### src/debug_pkg.sv
package debug_pkg;
	// ---------------------------------------------------------------
	// command codes
	// ---------------------------------------------------------------
	localparam logic [7:0] CMD_BACKGROUND = 8'h90; // no fields
	localparam logic [7:0] CMD_GO = 8'h08; // background only, no fields
	localparam logic [7:0] CMD_READ_STATUS = 8'hE4; // status out
	localparam logic [7:0] CMD_WRITE_CONTROL = 8'hC4; // control in
	localparam logic [7:0] CMD_READ_BYTE = 8'hE0; // address in, byte out
	localparam logic [7:0] CMD_WRITE_BYTE = 8'hC0; // address in, byte in
	localparam logic [7:0] CMD_READ_BKPT = 8'hE2; // match word out
	localparam logic [7:0] CMD_WRITE_BKPT = 8'hC2; // match word in
	localparam logic [7:0] CMD_READ_WORD = 8'hE8; // background only
	localparam logic [7:0] CMD_WRITE_WORD = 8'hC8; // background only

	// ---------------------------------------------------------------
	// command shape bits
	// ---------------------------------------------------------------
	localparam int SH_KNOWN = 6;
	localparam int SH_ABM = 5;
	localparam int SH_ADDR = 4;
	localparam int SH_RX16 = 3;
	localparam int SH_RX8 = 2;
	localparam int SH_TX16 = 1;
	localparam int SH_TX8 = 0;

	// ---------------------------------------------------------------
	// debug_status_control layout
	// ---------------------------------------------------------------
	localparam int SC_BG_ENABLE = 7;
	localparam int SC_BG_ACTIVE = 6;
	localparam int SC_BKPT_ENABLE = 5;
	localparam int SC_FORCE_SELECT = 4;
	localparam int SC_CLOCK_SELECT = 3;
	localparam int SC_WAIT_STOP = 2;
	localparam int SC_WAIT_STOP_FLAG = 1;
	localparam int SC_DATA_VALID = 0;
	localparam logic [15:0] BKPT_RESET = 16'h0000;

	// ---------------------------------------------------------------
	// timing, in debug clock ticks
	// ---------------------------------------------------------------
	localparam logic [7:0] SAMPLE_TICKS = 8'h0A; // host bit sampled here
	localparam logic [7:0] HOLD_TICKS = 8'h0D; // target zero held low
	localparam logic [7:0] SPEEDUP_TICKS = 8'h01; // driven high pulse
	localparam logic [7:0] END_TICKS = HOLD_TICKS + SPEEDUP_TICKS;
	localparam logic [7:0] SYNC_MIN_TICKS = 8'h80; // host low for a sync
	localparam logic [7:0] SYNC_DELAY_TICKS = 8'h10; // gap before reply
	localparam logic [7:0] SYNC_PULSE_TICKS = 8'h80; // reply low time
	localparam logic [4:0] LEN_CMD = 5'd8;
	localparam logic [4:0] LEN_ADDR = 5'd16;
	localparam logic [1:0] STRAP_CYCLE = 2'd2; // synchroniser settled
	localparam logic [1:0] ALT_DIV_LAST = 2'd3; // alternate clock is /4
endpackage

### src/debug_tick_gen.sv
`timescale 1ns/1ps
`default_nettype none
module debug_tick_gen
	import debug_pkg::*;
(
	input wire logic clk_sys,
	input wire logic nrst,
	input wire logic clock_select,
	output logic tick
);
	// ---------------------------------------------------------------
	// divider
	// ---------------------------------------------------------------
	logic [1:0] div_cnt; // prescale count

	// select high runs at the full rate
	always_ff @(posedge clk_sys) begin
		if (!nrst) begin
			div_cnt <= 2'd0;
			tick <= 1'b0;
		end else begin
			div_cnt <= (div_cnt == ALT_DIV_LAST) ? 2'd0 : div_cnt + 2'd1;
			tick <= clock_select | (div_cnt == ALT_DIV_LAST);
		end
	end
endmodule
`default_nettype wire

### src/single_wire_background_debug.sv
`timescale 1ns/1ps
`default_nettype none
// Behaviour
// - fields travel most significant bit first
// - host starts every bit with falling edge
// - sync request answered by timed low pulse
// - wire level at reset selects background start
// - release by brief driven high speedup
// - delay element gives sixteen debug clocks
// - address sixteen bits, data eight or sixteen
// - status out, control in, same register
// - breakpoint fields load or return match
// - background-only commands need background mode
// - non-intrusive access without halting program
// - breakpoint enable gates match breakpoint requests
// - tag breakpoint marks opcode entering queue
// - force breakpoint finishes instruction, then halts
// - background disabled makes breakpoint software interrupt
// - debug registers reachable only by commands, bg_enable also set by the reset strap
// - eight-bit status, sixteen-bit match register
// - background enable frozen in background mode
// - four status bits are read only
// - clock select writable at any time
module single_wire_background_debug
	import debug_pkg::*;
(
	input wire logic clk_sys,
	input wire logic nrst,
	input wire logic debug_wire_in,
	output logic debug_wire_out,
	output logic debug_wire_oe,
	output logic start_in_background,
	input wire logic cpu_background,
	input wire logic cpu_wait_stop,
	output logic enter_background,
	output logic cpu_go,
	input wire logic fetch_valid,
	input wire logic [15:0] fetch_addr,
	input wire logic module_breakpoint_enable,
	input wire logic module_tag_select,
	input wire logic module_trigger,
	output logic bkpt_tag,
	output logic bkpt_force,
	output logic software_interrupt,
	output logic mem_req,
	output logic mem_write,
	output logic [15:0] mem_addr,
	output logic [7:0] mem_wdata,
	input wire logic [7:0] mem_rdata,
	input wire logic mem_ack
);
	// ---------------------------------------------------------------
	// types and helpers
	// ---------------------------------------------------------------
	typedef enum logic [2:0] {
		st_cmd, st_addr, st_data, st_exec, st_load, st_tx,
		st_sync_gap, st_sync_pulse
	} link_state_type;

	// command shape: known, halt only, fields
	function automatic logic [6:0] shape_of(input logic [7:0] code);
		unique case (code)
			CMD_BACKGROUND: shape_of = 7'b1000000;
			CMD_GO: shape_of = 7'b1100000;
			CMD_READ_STATUS: shape_of = 7'b1000001;
			CMD_WRITE_CONTROL: shape_of = 7'b1000100;
			CMD_READ_BYTE: shape_of = 7'b1010001;
			CMD_WRITE_BYTE: shape_of = 7'b1010100;
			CMD_READ_BKPT: shape_of = 7'b1000010;
			CMD_WRITE_BKPT: shape_of = 7'b1001000;
			CMD_READ_WORD: shape_of = 7'b1110010;
			CMD_WRITE_WORD: shape_of = 7'b1111000;
			default: shape_of = 7'b0000000;
		endcase
	endfunction

	// host-to-target data length
	function automatic logic [4:0] rx_len(input logic [6:0] sh);
		rx_len = sh[SH_RX16] ? 5'd16 : (sh[SH_RX8] ? 5'd8 : 5'd0);
	endfunction

	// ---------------------------------------------------------------
	// state
	// ---------------------------------------------------------------
	link_state_type state; // protocol position
	logic wire_meta, wire_s, wire_d; // synchroniser, history
	logic [1:0] strap_cnt; // cycles since reset release
	logic bit_active; // inside a host-started bit time
	logic [7:0] tcount; // ticks since the host edge
	logic drive_low, speedup; // target drive during a bit
	logic [7:0] low_cnt; // ticks the wire has stayed low
	logic [7:0] sync_cnt; // ticks inside the sync answer
	logic [4:0] bits_left; // bits left in the current field
	logic [15:0] rx_shift, tx_shift; // field shifters
	logic [7:0] cmd_reg; // command being served
	logic [6:0] shape_reg; // its shape
	logic [15:0] addr_reg, data_reg; // address and data fields
	logic byte_idx, mem_wait; // word half, access in flight
	logic bg_enable, bkpt_enable, force_select, clock_select;
	logic wait_stop_flag, data_valid_flag, wait_stop_d;
	logic [15:0] breakpoint_match; // debug_breakpoint_match
	logic tick; // debug clock enable

	// ---------------------------------------------------------------
	// decode
	// ---------------------------------------------------------------
	wire logic fall = wire_d & ~wire_s;
	wire logic listen = (state != st_sync_gap) && (state != st_sync_pulse);
	wire logic link_io = (state == st_cmd) || (state == st_addr)
		|| (state == st_data) || (state == st_tx);
	wire logic sync_seen = (low_cnt == SYNC_MIN_TICKS);
	wire logic sync_rise = sync_seen & wire_s;
	wire logic start_bit = fall & link_io & ~bit_active & ~sync_seen;
	wire logic sample = bit_active & tick & (tcount == SAMPLE_TICKS);
	wire logic bit_end = bit_active & tick & (tcount == END_TICKS);
	wire logic field_done = bit_end && (bits_left == 5'd1);
	wire logic [6:0] new_shape = shape_of(rx_shift[7:0]);
	wire logic [4:0] data_len = rx_len(shape_reg);
	wire logic [4:0] new_len = rx_len(new_shape);
	wire logic allowed = ~shape_reg[SH_ABM] | cpu_background;
	wire logic is_word = shape_reg[SH_RX16] | shape_reg[SH_TX16];
	wire logic has_tx = shape_reg[SH_TX16] | shape_reg[SH_TX8];
	wire logic load_now = (state == st_load) & allowed;
	wire logic ctrl_write = load_now && (cmd_reg == CMD_WRITE_CONTROL);
	wire logic bkpt_write = load_now && (cmd_reg == CMD_WRITE_BKPT);
	wire logic read_done = mem_wait & mem_ack & ~mem_write
		& (~is_word | byte_idx);
	wire logic status_read = load_now && (cmd_reg == CMD_READ_STATUS);
	// read-only bits come from live state
	wire logic [7:0] status_value = {bg_enable, cpu_background, bkpt_enable,
		force_select, clock_select, cpu_wait_stop, wait_stop_flag,
		data_valid_flag};
	wire logic [15:0] tx_word = !allowed ? 16'hFFFF
		: (cmd_reg == CMD_READ_STATUS) ? {status_value, 8'h00}
		: (cmd_reg == CMD_READ_BKPT) ? breakpoint_match
		: shape_reg[SH_TX8] ? {data_reg[7:0], 8'h00} : data_reg;
	wire logic match_hit = bkpt_enable & fetch_valid
		& (fetch_addr == breakpoint_match);
	wire logic any_hit = (match_hit | (module_breakpoint_enable
		& module_trigger)) & ~cpu_background;
	wire logic use_tag = match_hit ? ~force_select : module_tag_select;
	wire logic next_oe = drive_low | speedup | (state == st_sync_pulse);
	wire logic next_out = speedup
		| ((state == st_sync_pulse) && (sync_cnt == SYNC_PULSE_TICKS));

	// ---------------------------------------------------------------
	// debug clock divider
	// ---------------------------------------------------------------
	debug_tick_gen u_tick (
		.clk_sys(clk_sys),
		.nrst(nrst),
		.clock_select(clock_select),
		.tick(tick)
	);

	// ---------------------------------------------------------------
	// pin input and reset strap
	// ---------------------------------------------------------------
	// two flops before any logic
	always_ff @(posedge clk_sys) begin
		if (!nrst) begin
			wire_meta <= 1'b1;
			wire_s <= 1'b1;
			wire_d <= 1'b1;
		end else begin
			wire_meta <= debug_wire_in;
			wire_s <= wire_meta;
			wire_d <= wire_s;
		end
	end

	// strap taken once the synchroniser settles
	always_ff @(posedge clk_sys) begin
		if (!nrst) begin
			strap_cnt <= 2'd0;
			start_in_background <= 1'b0;
		end else if (strap_cnt != ALT_DIV_LAST) begin
			strap_cnt <= strap_cnt + 2'd1;
			if (strap_cnt == STRAP_CYCLE)
				start_in_background <= ~wire_s;
		end
	end

	// ---------------------------------------------------------------
	// bit timing
	// ---------------------------------------------------------------
	// a long host low aborts any bit for the sync
	always_ff @(posedge clk_sys) begin
		if (!nrst || sync_seen) begin
			bit_active <= 1'b0;
			tcount <= 8'h00;
			drive_low <= 1'b0;
			speedup <= 1'b0;
		end else if (start_bit) begin
			bit_active <= 1'b1;
			tcount <= 8'h00;
			// zero is held low, one released
			drive_low <= (state == st_tx) & ~tx_shift[15];
		end else if (bit_active && tick) begin
			tcount <= tcount + 8'h01;
			if (tcount == HOLD_TICKS) begin
				speedup <= drive_low;
				drive_low <= 1'b0;
			end
			if (tcount == END_TICKS) begin
				bit_active <= 1'b0;
				speedup <= 1'b0;
			end
		end
	end

	// host bits taken at a fixed tick
	always_ff @(posedge clk_sys) begin
		if (!nrst)
			rx_shift <= 16'h0000;
		else if (sample)
			rx_shift <= {rx_shift[14:0], wire_s};
	end

	// wire low time, held at sync threshold
	always_ff @(posedge clk_sys) begin
		if (!nrst || wire_s || !listen)
			low_cnt <= 8'h00;
		else if (tick && !sync_seen)
			low_cnt <= low_cnt + 8'h01;
	end

	// registered pin drive
	always_ff @(posedge clk_sys) begin
		if (!nrst) begin
			debug_wire_oe <= 1'b0;
			debug_wire_out <= 1'b1;
		end else begin
			debug_wire_oe <= next_oe;
			debug_wire_out <= next_out;
		end
	end

	// ---------------------------------------------------------------
	// command sequencer
	// ---------------------------------------------------------------
	always_ff @(posedge clk_sys) begin
		if (!nrst) begin
			state <= st_cmd;
			bits_left <= LEN_CMD;
			cmd_reg <= 8'h00;
			shape_reg <= 7'b0000000;
			addr_reg <= 16'h0000;
			tx_shift <= 16'hFFFF;
			sync_cnt <= 8'h00;
		end else if (sync_rise) begin
			state <= st_sync_gap;
			sync_cnt <= 8'h00;
		end else begin
			unique case (state)
				st_cmd: if (field_done) begin
					cmd_reg <= rx_shift[7:0];
					shape_reg <= new_shape;
					if (!new_shape[SH_KNOWN]) begin
						bits_left <= LEN_CMD;
					end else if (new_shape[SH_ADDR]) begin
						state <= st_addr;
						bits_left <= LEN_ADDR;
					end else if (new_len != 5'd0) begin
						state <= st_data;
						bits_left <= new_len;
					end else begin
						state <= st_exec;
					end
				end else if (bit_end) begin
					bits_left <= bits_left - 5'd1;
				end
				st_addr: if (field_done) begin
					addr_reg <= rx_shift;
					state <= (data_len != 5'd0) ? st_data : st_exec;
					bits_left <= data_len;
				end else if (bit_end) begin
					bits_left <= bits_left - 5'd1;
				end
				st_data: if (field_done) begin
					state <= st_exec;
				end else if (bit_end) begin
					bits_left <= bits_left - 5'd1;
				end
				// work done inside the host delay
				st_exec: if (!allowed || !shape_reg[SH_ADDR]
					|| (mem_wait && mem_ack && (!is_word || byte_idx))) begin
					state <= st_load;
				end
				st_load: begin
					tx_shift <= tx_word;
					state <= has_tx ? st_tx : st_cmd;
					bits_left <= shape_reg[SH_TX16] ? 5'd16 : LEN_CMD;
				end
				// target fields shifted out from the top
				st_tx: if (bit_end) begin
					tx_shift <= {tx_shift[14:0], 1'b1};
					bits_left <= field_done ? LEN_CMD : bits_left - 5'd1;
					if (field_done)
						state <= st_cmd;
				end
				st_sync_gap: if (tick) begin
					sync_cnt <= sync_cnt + 8'h01;
					if (sync_cnt == SYNC_DELAY_TICKS) begin
						state <= st_sync_pulse;
						sync_cnt <= 8'h00;
					end
				end
				st_sync_pulse: if (tick) begin
					sync_cnt <= sync_cnt + 8'h01;
					if (sync_cnt == SYNC_PULSE_TICKS) begin
						state <= st_cmd;
						bits_left <= LEN_CMD;
					end
				end
			endcase
		end
	end

	// ---------------------------------------------------------------
	// memory access
	// ---------------------------------------------------------------
	// bus access while the program keeps running
	always_ff @(posedge clk_sys) begin
		if (!nrst) begin
			mem_req <= 1'b0;
			mem_write <= 1'b0;
			mem_addr <= 16'h0000;
			mem_wdata <= 8'h00;
			mem_wait <= 1'b0;
			byte_idx <= 1'b0;
			data_reg <= 16'h0000;
		end else begin
			mem_req <= 1'b0;
			if (state == st_data && field_done)
				data_reg <= rx_shift;
			if (state != st_exec) begin
				byte_idx <= 1'b0;
			end else if (allowed && shape_reg[SH_ADDR] && !mem_wait) begin
				// high byte at address, low byte next
				mem_req <= 1'b1;
				mem_wait <= 1'b1;
				mem_write <= data_len != 5'd0;
				mem_addr <= addr_reg + {15'h0000, byte_idx};
				mem_wdata <= (is_word && !byte_idx) ? data_reg[15:8]
					: data_reg[7:0];
			end else if (mem_wait && mem_ack) begin
				mem_wait <= 1'b0;
				byte_idx <= ~byte_idx;
				if (!mem_write && is_word && !byte_idx)
					data_reg[15:8] <= mem_rdata;
				else if (!mem_write)
					data_reg[7:0] <= mem_rdata;
			end
		end
	end

	// ---------------------------------------------------------------
	// debug registers
	// ---------------------------------------------------------------
	// written from the serial link, bg_enable also by the strap
	always_ff @(posedge clk_sys) begin
		if (!nrst) begin
			bg_enable <= 1'b0;
			bkpt_enable <= 1'b0;
			force_select <= 1'b0;
			clock_select <= 1'b0;
			breakpoint_match <= BKPT_RESET;
		end else begin
			// background start also enables
			if (strap_cnt == STRAP_CYCLE && !wire_s)
				bg_enable <= 1'b1;
			if (ctrl_write && !cpu_background)
				bg_enable <= rx_shift[SC_BG_ENABLE];
			// control field lands in the register
			if (ctrl_write) begin
				bkpt_enable <= rx_shift[SC_BKPT_ENABLE];
				force_select <= rx_shift[SC_FORCE_SELECT];
				clock_select <= rx_shift[SC_CLOCK_SELECT];
			end
			if (bkpt_write)
				breakpoint_match <= data_reg;
		end
	end

	// sticky flags: a set in the clearing cycle wins
	always_ff @(posedge clk_sys) begin
		if (!nrst) begin
			wait_stop_d <= 1'b0;
			wait_stop_flag <= 1'b0;
			data_valid_flag <= 1'b0;
		end else begin
			wait_stop_d <= cpu_wait_stop;
			if (cpu_wait_stop && !wait_stop_d)
				wait_stop_flag <= 1'b1;
			else if (status_read)
				wait_stop_flag <= 1'b0;
			if (read_done)
				data_valid_flag <= 1'b1;
			else if (state == st_cmd && field_done)
				data_valid_flag <= 1'b0;
		end
	end

	// ---------------------------------------------------------------
	// cpu requests
	// ---------------------------------------------------------------
	always_ff @(posedge clk_sys) begin
		if (!nrst) begin
			enter_background <= 1'b0;
			cpu_go <= 1'b0;
			bkpt_tag <= 1'b0;
			bkpt_force <= 1'b0;
			software_interrupt <= 1'b0;
		end else begin
			enter_background <= load_now && bg_enable
				&& (cmd_reg == CMD_BACKGROUND);
			cpu_go <= load_now && (cmd_reg == CMD_GO);
			bkpt_tag <= any_hit & bg_enable & use_tag;
			bkpt_force <= any_hit & bg_enable & ~use_tag;
			software_interrupt <= any_hit & ~bg_enable;
		end
	end
endmodule
`default_nettype wire

### config.mk
export PLATFORM = sky130hd
export DESIGN_NAME = single_wire_background_debug
export DESIGN_NICKNAME = d
export VERILOG_FILES = /design/src/debug_pkg.sv /design/src/debug_tick_gen.sv /design/src/single_wire_background_debug.sv
export SDC_FILE = /design/constraint.sdc
export NUM_CORES = 1
export LEC_CHECK = 0
export BUFFER_PORTS_ARGS = -buffer_cell sky130_fd_sc_hd__buf_2
export CAP_MARGIN = 20
export CORE_MARGIN = 3
export CORE_UTILIZATION = 60
export CTS_CLUSTER_DIAMETER = 40
export DETAILED_ROUTE_END_ITERATION = 10
export PLACE_DENSITY = 0.85
export SYNTH_ARGS = -nofsm -noshare
export SYNTH_HDL_FRONTEND = slang
export SYNTH_HIERARCHICAL = 1
export SYNTH_SLANG_ARGS = --single-unit
### constraint.sdc
create_clock -name clk_sys -period 2.3 [get_ports clk_sys]
set_input_delay 0.46 -clock clk_sys [delete_from_list [all_inputs] [get_ports clk_sys]]
set_output_delay 0.46 -clock clk_sys [all_outputs]
set_load 0.01 [all_outputs]
### After elaboration in Yosys (flattened, before gate mapping)

Cells that the tools add are included.

* add/subtract/negate cells: 7
* equality and inequality tests: 61
* multiplexer cells: 71
* bitwise operators: 47
* reduce and logical (&&, ||, !) cells: 76

Operator list (number)
* $mux W16: 9
* $eq A8 B8 Y1 const B: 16
* $mux W5: 14
* $pmux W7 S10: 1
* $mux W8: 7
* $eq A8 B4 Y1 const B: 5
* $mux W3: 13
* $pmux W16 S2: 1
* $ne A3 B3 Y1 const B: 10
* $pmux W5 S6: 1
* $add A8 B1 Y8 const B: 3
* $pmux W3 S8: 1
* $logic_and A1 B1 Y1: 23
* $reduce_and A11 Y1: 2
* $and A1 B1 Y1: 21
* $mux W1: 20
* $ne A2 B2 Y1 const B: 10
* $reduce_bool A2 Y1: 10
* $not A1 Y1: 17
* $add A16 B1 Y16: 1
* $eq A16 B16 Y1: 1
* $pmux W8 S2: 1
* $reduce_and A3 Y1: 5
* $eq A3 B3 Y1 const B: 4
* other kinds (21): 66

* register bits after elaboration: 180
* input port bits: 34
* output and inout bits: 34
* logic and storage cells: 305

### Logic depth before layout (Yosys ltp)

Gate-level depths: netlist of run 1.

* depth after elaboration: 11
* gate-level depth with buffers: 10
* gate-level depth less buffers: 8

### Modules after synthesis

Netlist of run 1, hierarchy kept.

Modules (own cells, without submodules)
* single_wire_background_debug: instances 1, cells each 1052, area each 8760.9 um2, seq. area each 3543.4 um2
* debug_tick_gen: instances 1, cells each 7, area each 101.3 um2, seq. area each 60.1 um2

### Worst setup path after synthesis of run 1

OpenSTA, ideal clock, no wires.

* kind: reg-to-reg
* start point: reg tcount[0]
* end point: reg tx_shift[0]
* arrival: 1.972 ns
* data required time: 2.171 ns
* slack: 0.198 ns
* cell stages (with the launch flop): 10
* clock period less this slack: 2.102 ns
* cell sequence: dfxtp_1 > inv_1 > ha_1 > and3_1 > buf_2 > and3_1 > o211ai_1 > clkbuf_1 > mux2i_1 > nand2_1

* longest elaborated chain between the ends: 4

Ends and longest elaborated chain
* start, declared: line single_wire_background_debug.sv:89 `logic [7:0] tcount;`
* start signal, assigned: line single_wire_background_debug.sv:200 `tcount <= tcount + 8'h01;`
* $eq A8 B4 Y1: line single_wire_background_debug.sv:115 `wire logic bit_end = bit_active & tick & (tcount == END_TICKS);`
* $and A1 B1 Y1: line single_wire_background_debug.sv:115
* $ne A2 B2 Y1 (no line)
* $reduce_and A3 Y1 (no line)
* end signal, assigned: line single_wire_background_debug.sv:291 `tx_shift <= tx_word;`
* end signal, assigned: line single_wire_background_debug.sv:297 `tx_shift <= {tx_shift[14:0], 1'b1};`
* end, declared: line single_wire_background_debug.sv:94 `logic [15:0] rx_shift, tx_shift;`

No other way between the ends.
A chain may end at the register's enable or synchronous reset.

### Final worst setup path of run 1

* start point: reg sync_cnt[0]
* end point: reg state[2]

* longest elaborated chain between the ends: 3
* elaborated cells between the ends (all ways): 5
* classes of those cells: 4 x eq/ne; 1 x reduce/logical

Ends and longest elaborated chain
* start, declared: line single_wire_background_debug.sv:92 `logic [7:0] sync_cnt;`
* start signal, assigned: line single_wire_background_debug.sv:303 `sync_cnt <= sync_cnt + 8'h01;`
* start signal, assigned: line single_wire_background_debug.sv:310 `sync_cnt <= sync_cnt + 8'h01;`
* $eq A8 B5 Y1 or $eq A8 B8 Y1 (tied branches): line single_wire_background_debug.sv:304, single_wire_background_debug.sv:311
* $ne A3 B3 Y1 (no line) or $ne A3 B2 Y1 (tied branches)
* $reduce_and A11 Y1 (no line) *
* end signal, assigned: line single_wire_background_debug.sv:300 `state <= st_cmd;`
* end signal, assigned: line single_wire_background_debug.sv:305 `state <= st_sync_pulse;`
* end signal, assigned: line single_wire_background_debug.sv:312 `state <= st_cmd;`
* end, declared: line single_wire_background_debug.sv:85 `link_state_type state;`

Every way passes the cells marked *; elsewhere a longest branch is shown, timed or not.

==> results of run 1 <==
## worst reg2reg max path, cell delays in order (launching register included)
cell and delay (ns):
sky130_fd_sc_hd__dfxtp_2 0.34, sky130_fd_sc_hd__inv_2 0.05, sky130_fd_sc_hd__ha_1 0.12, sky130_fd_sc_hd__or4b_4 0.48, sky130_fd_sc_hd__nor4b_4 0.33, sky130_fd_sc_hd__o22ai_2 0.18
sky130_fd_sc_hd__a211oi_4 0.33, sky130_fd_sc_hd__mux2i_2 0.27, sky130_fd_sc_hd__a21oi_1 0.08
## report_power, final
group | switching (uW) | leakage (uW) | internal (uW) | total, uW
Sequential | 16.4 | 0.00145 | 3140 | 3150
Combinational | 108 | 0.00231 | 68.7 | 177
Clock | 1300 | 0.000295 | 1750 | 3050
## routing by layer
layer / track usage [%] / wire length [um] / up-vias
met1: 38.8 / 10300 / 3866
met4: 9.78 / 561 / 0
met2: 46.8 / 11200 / 333
met5: 0 / 0 / -
met3: 5.43 / 1660 / 55
li1: - / - / 3856
## kinds of logic (layout without fill, tap and decap cells)
group / Yosys count / in the layout / synth area share (%)
multiplexers: 66 / 66 / 7.48
AND/OR/NAND/NOR: 451 / 451 / 24.9
flip-flops: 180 / 180 / 40.7
buffers and inverters: 91 / 169 / 4.25
adder cells (fa/ha/maj): 16 / 16 / 2.23
XOR/XNOR: 57 / 57 / 5.63
AO/OA/AOI/OAI: 198 / 198 / 14.9
## path summary, 6_finish.rpt
kind,start,to,slack (ns)
worst min register to register,wire_meta$_SDFF_PN1_,wire_s$_SDFF_PN1_,0.41
worst min-delay path,debug_wire_in,wire_meta$_SDFF_PN1_,0.21
worst max-delay path,sync_cnt[0]$_SDFFE_PP0P_,state[2]$_SDFFE_PN0P_,0.001
worst max register to register,sync_cnt[0]$_SDFFE_PP0P_,state[2]$_SDFFE_PN0P_,0.001
## final cells by class
class | instances | area, um^2 | share of cell area [%]
Clock buffer | 18 | 439 | 4.27
Multi-Input combinational cell | 788 | 4950 | 48.1
Inverter | 16 | 62.6 | 0.608
Sequential cell | 180 | 3610 | 35.1
Timing Repair Buffer | 121 | 828 | 8.05
Clock inverter | 14 | 174 | 1.69
Tap cell | 180 | 225 | 2.19
## stage by stage
step	hold WS (ns)	utilization (%)	area, um^2	setup slack (ns)
after floorplan	0.386	-	8860	0.198
after global placement	0.397	67.4	9540	0.104
after detailed placement	0.402	67.4	9540	-0.00293
after CTS	0.205	71.8	10200	0.0156
after global routing	0.238	72.7	10300	-0.0726
final	0.214	72.7	10300	0.00137
## layout by cell type, fill, tap and decap left out, drive strengths merged, types with 3 or more instances in the layout
cell | Yosys | routed
mux2i | 64 | 64
nor2b | 16 | 16
o22ai | 4 | 4
a31oi | 5 | 5
buf | 23 | 120
or3b | 3 | 3
xnor2 | 24 | 24
clkinvlp | 0 | 3
or3 | 8 | 8
a221o | 8 | 8
nand4 | 16 | 16
ha | 15 | 15
o211ai | 11 | 11
xor2 | 33 | 33
nor4 | 5 | 5
and3 | 17 | 17
or2 | 3 | 3
a2111oi | 3 | 3
and4 | 4 | 4
nand3b | 6 | 6
dfxtp | 180 | 180
nand3 | 37 | 37
bufinv | 0 | 3
o21ai | 41 | 41
nand2b | 11 | 11
nor2 | 149 | 149
clkbuf | 52 | 19
a211oi | 26 | 26
nand2 | 130 | 130
nand4b | 5 | 5
o31ai | 4 | 4
a21oi | 57 | 57
clkinv | 0 | 5
nor3 | 18 | 18
or4 | 6 | 6
nor4b | 4 | 4
and2 | 7 | 7
a311oi | 18 | 18
inv | 16 | 19
a21boi | 3 | 3
## timing repair
action                                  in CTS  in global routing
gates resized for setup                      2                 20
pin swaps                                    0                  8
gates cloned                                 0                  2
buffers inserted                             0                  7
endpoints found under the setup margin       2                 53
==> flow_summary.ini, run 1 <==
[outcome]
outcome = finished, final reports clean

[timing]
min_period_over_period_pct = 99.9
fin_crit_ns = 2.30
finalSetupTns_ns = 0
unrepaired_setup_endpoints_after_global_routing = true
worst_pin_slew_ns = 0.528
fin_worst_skew_ns = 0.00970
final-hold-violation-count = 0
worst_slew_margin_rel_pct = 64.6
finalMaxSlewViolations = 0
achievable-frequency_ghz = 0.435
setup-violations-final = 0

[power]
power_per_cell_area_nw_per_um2 = 620
power.ir.vdd_worst_uv = 572
power.static_leakage_uw = 0.00406
finalPower_uw = 6380

[logic_synthesis]
synth_top_cell_area_share_pct = 40.7
seq_area_frac_synth_pct = 40.7
synth_area_leader_cell = sky130_fd_sc_hd__dfxtp_1
synth_edf_count = 0
synth.lib_cells_used.distinct = 72
synth_top_cells_by_count = sky130_fd_sc_hd__dfxtp_1 (180), sky130_fd_sc_hd__nor2_1 (149), sky130_fd_sc_hd__nand2_1 (129)
synthMostInstantiatedCell = sky130_fd_sc_hd__dfxtp_1
synthesis.area_um2 = 8860
ys.warnings.count = 6
async_flop_share_pct = 0
synthesis.area_per_instance_um2 = 8.37
synth-seq-cells = 180
syn-num-nets = 1108
synth.top_cells.by_area = sky130_fd_sc_hd__dfxtp_1 (41%), sky130_fd_sc_hd__mux2i_1 (7.2%), sky130_fd_sc_hd__nor2_1 (6.3%)
postSynthCellCount = 1059
synthFlopType = sky130_fd_sc_hd__dfxtp_1

[global_routing]
grt-ovfl-total = 0
grt_start_max_net_pins = 72
antenna_found_initial = 0
grt_first_pass_wirelength_um = 38300
global_route.usage.total_pct = 28.8
via_count_of_the_first_global_routing_pass = 7631

[run]
timing.max_cap.violations = 0

[worst_setup_path]
worstRegToRegCells = 8
timing.critical_path.cells = inv_2 > ha_1 > or4b_4 > nor4b_4 > o22ai_2 > a211oi_4 > mux2i_2 > a21oi_1
setup.worst_path.class = flip-flop to flip-flop
critical_path_cell_count = 8
maximum_fanout_count_along_the_critical_path = 4
critical_path.startpoint_type = flip-flop
critical_path.n_buffers_inverters = 1
crit_path_max_incr_delay_ns = 0.48
worst_path_dominant_cell_family = simple AND/OR/NAND/NOR gates
arrival_ns = 2.61
slowest_stage = sky130_fd_sc_hd__or4b_4
required_time_of_the_critical_path_ns = 2.61
end_kind = flip-flop

[detailed_routing]
postRouteWirelength_um = 23700
first_pass_iters = 5
routed_via_density = 6.16
dr_total_vias = 8110
final_antenna_net_count = 0
drc = 0
wire_per_inst_um = 18.0
initialDrtViolationCount = 819

[placed_design]
detailed_place_hpwl_um = 16000
numPortBuffers = 67
gp_congestion = 0.933
place.detailed.instances = 1276

[min_path]
hold_path_depth = 2
min-delay-path-class = primary input to flip-flop

[floorplan]
design.core.area_um2 = 14100
io_pins = 68
chipHeight_um = 128
rows = 43
design.die.area_um2 = 16300
initial_utilization_pct = 62.6
die_width_um = 128

[finish]
final_cells = 1317
final_net_count = 1173
area_growth_pct = 16.1
antennaDiodeCount = 0
fillerInstances = 1024
drive_above_1_share_pct = 16.7

[clock_network]
numCtsBuffers = 17
cts_num_sinks = 180
cts_tree = yes
cts.clk_slew.worst_paths_ns = 0.06
clock_tree.root_cell = sky130_fd_sc_hd__clkbuf_16
ctsHoldBuffers = 0
htreeDepth = 4
cts_max_path_buffers = 2
clock_insertion_delay_worst_skew_ns = 0.44
Power figures use the tool's default switching activity.
==> run 2, diff against run 1 <==
--- a/config.mk
+++ b/config.mk
@@ -11,7 +11,7 @@
 export CORE_UTILIZATION = 60
 export CTS_CLUSTER_DIAMETER = 40
 export DETAILED_ROUTE_END_ITERATION = 10
-export PLACE_DENSITY = 0.85
+export PLACE_DENSITY = 0.9
 export SYNTH_ARGS = -nofsm -noshare
 export SYNTH_HDL_FRONTEND = slang
 export SYNTH_HIERARCHICAL = 1
==> run 2 against run 1 <==
  * First-iteration DRC count up 14%
  * Largest power group is now the clock network
  * Non-clock buffer count up 6
  * Combinational power up 7%
  * Critical endpoint unchanged
  * Largest cell class unchanged
==> flow_summary.ini, run 2 (synthesis gave the netlist of run 1 again) <==
[clock_network]
htreeDepth = 4
cts.clk_slew.worst_paths_ns = 0.07
clock_tree.root_cell = sky130_fd_sc_hd__clkbuf_16
numCtsBuffers = 17
cts_max_path_buffers = 2
cts_tree = yes
cts_num_sinks = 180
clock_insertion_delay_worst_skew_ns = 0.44

[power]
power.static_leakage_uw = 0.00411
power.ir.vdd_worst_uv = 578
finalPower_uw = 6610
power_per_cell_area_nw_per_um2 = 636

[run]
timing.max_cap.violations = 0

[worst_setup_path]
timing.critical_path.cells = inv_1 > ha_1 > or4b_4 > nor3_2 > o22ai_1 > a211oi_4 > mux2i_1 > a21oi_1
required_time_of_the_critical_path_ns = 2.62
critical_path.n_buffers_inverters = 1
crit_path_max_incr_delay_ns = 0.48
end_kind = flip-flop
critical_path.startpoint_type = flip-flop
worst_path_dominant_cell_family = simple AND/OR/NAND/NOR gates
arrival_ns = 2.54
maximum_fanout_count_along_the_critical_path = 4
slowest_stage = sky130_fd_sc_hd__or4b_4
setup.worst_path.class = flip-flop to flip-flop

[outcome]
outcome = finished, final reports clean

[finish]
fillerInstances = 944
area_growth_pct = 17.2
final_net_count = 1179
antennaDiodeCount = 0
layout.cells.most_common_list = sky130_fd_sc_hd__dfxtp_1 (179), sky130_fd_sc_hd__nor2_1 (148), sky130_fd_sc_hd__nand2_1 (129), sky130_fd_sc_hd__buf_2 (67), sky130_fd_sc_hd__mux2i_1 (63)
drive_above_1_share_pct = 16.5
mostFrequentLayoutCell = sky130_fd_sc_hd__dfxtp_1

[min_path]
min-delay-path-class = primary input to flip-flop

[timing]
setup-violations-final = 0
final_setup_margin_ns = 0.0835
fin_worst_skew_ns = 0.0130
worst_pin_slew_ns = 0.630
unrepaired_setup_endpoints_after_global_routing = true
achievable-frequency_ghz = 0.451
min_period_over_period_pct = 96.4
worst_slew_margin_rel_pct = 57.8
worst_hold_margin_ns = 0.206
finalMaxSlewViolations = 0
final-hold-violation-count = 0
fin_crit_ns = 2.22

[placed_design]
gp_congestion = 0.978
numPortBuffers = 67
post-place-ws_ns = 0.0399
detailed_place_hpwl_um = 16000

[global_routing]
grt-ovfl-total = 0
global_route.usage.total_pct = 29.4
grt_first_pass_wirelength_um = 38800
antenna_found_initial = 0
via_count_of_the_first_global_routing_pass = 8010
grt_start_max_net_pins = 60

[detailed_routing]
final_antenna_net_count = 0
initialDrtViolationCount = 933
wire_per_inst_um = 18.4
postRouteWirelength_um = 24300
drc = 0
routed_via_density = 6.34
first_pass_iters = 6
dr_total_vias = 8383

[floorplan]
chipHeight_um = 128
initial_utilization_pct = 62.6
rows = 43
die_width_um = 128
io_pins = 68
design.die.area_um2 = 16300
design.core.area_um2 = 14100
## run 2: cell count changes in the layout (fill, tap and decap cells not counted), sizes merged
cell      change
inv           -1
clkinv        -1
bufinv        +2
buf           +6
clkinvlp      -1
## run 2: where the power goes
group          switching (uW)  internal [uW]  leakage (uW)
logic                     115           73.5       0.00234
clock network            1300           1970      0.000316
registers                17.6           3140       0.00145
## run 2: layer usage
metal  GRT usage, %  share of wire [%]  vias up
li1               -                  -     3872
met1           37.5                 41     3986
met2           47.6                 48      429
met3           5.52                7.3       96
met4           15.0                3.9        0
met5              0                  0        -
## run 2: timing repair
| item | in CTS | in global routing |
|---|---|---|
| gates resized for setup | 1 | 14 |
| setup buffers | 0 | 8 |
| gates cloned | 0 | 2 |
| endpoints found under the setup margin | 1 | 19 |
| pin swaps | 0 | 4 |
| hold buffers | 0 | 0 |
## run 2: worst paths after layout
kind / end / slack (ns) / startpoint / depth (start not counted)
hold / removal: wire_meta$_SDFF_PN1_ / 0.21 / debug_wire_in / 2
hold reg to reg: wire_s$_SDFF_PN1_ / 0.41 / wire_meta$_SDFF_PN1_ / 1
setup / recovery: state[2]$_SDFFE_PN0P_ / 0.08 / sync_cnt[1]$_SDFFE_PP0P_ / 8
setup reg to reg: state[2]$_SDFFE_PN0P_ / 0.08 / sync_cnt[1]$_SDFFE_PP0P_ / 8
## run 2: stage by stage
step           setup TNS [ns]  utilization, %  std cells  cell area, um^2
2_1_floorplan               0               -       1059             8860
3_3_place_gp                0            67.7       1281             9590
3_5_place_dp                0            67.7       1281             9590
4_1_cts                     0            72.4       1312            10300
5_1_grt                -0.144            73.4       1322            10400
6_report                    0            73.4       1322            10400
## run 2: final cells by class
type	count	area (um^2)	share of cell area, %
Multi-Input combinational cell	788	4950	47.6
Clock buffer	18	439	4.23
Tap cell	180	225	2.17
Timing Repair Buffer	127	886	8.53
Clock inverter	13	225	2.17
Sequential cell	180	3600	34.7
Inverter	16	62.6	0.602
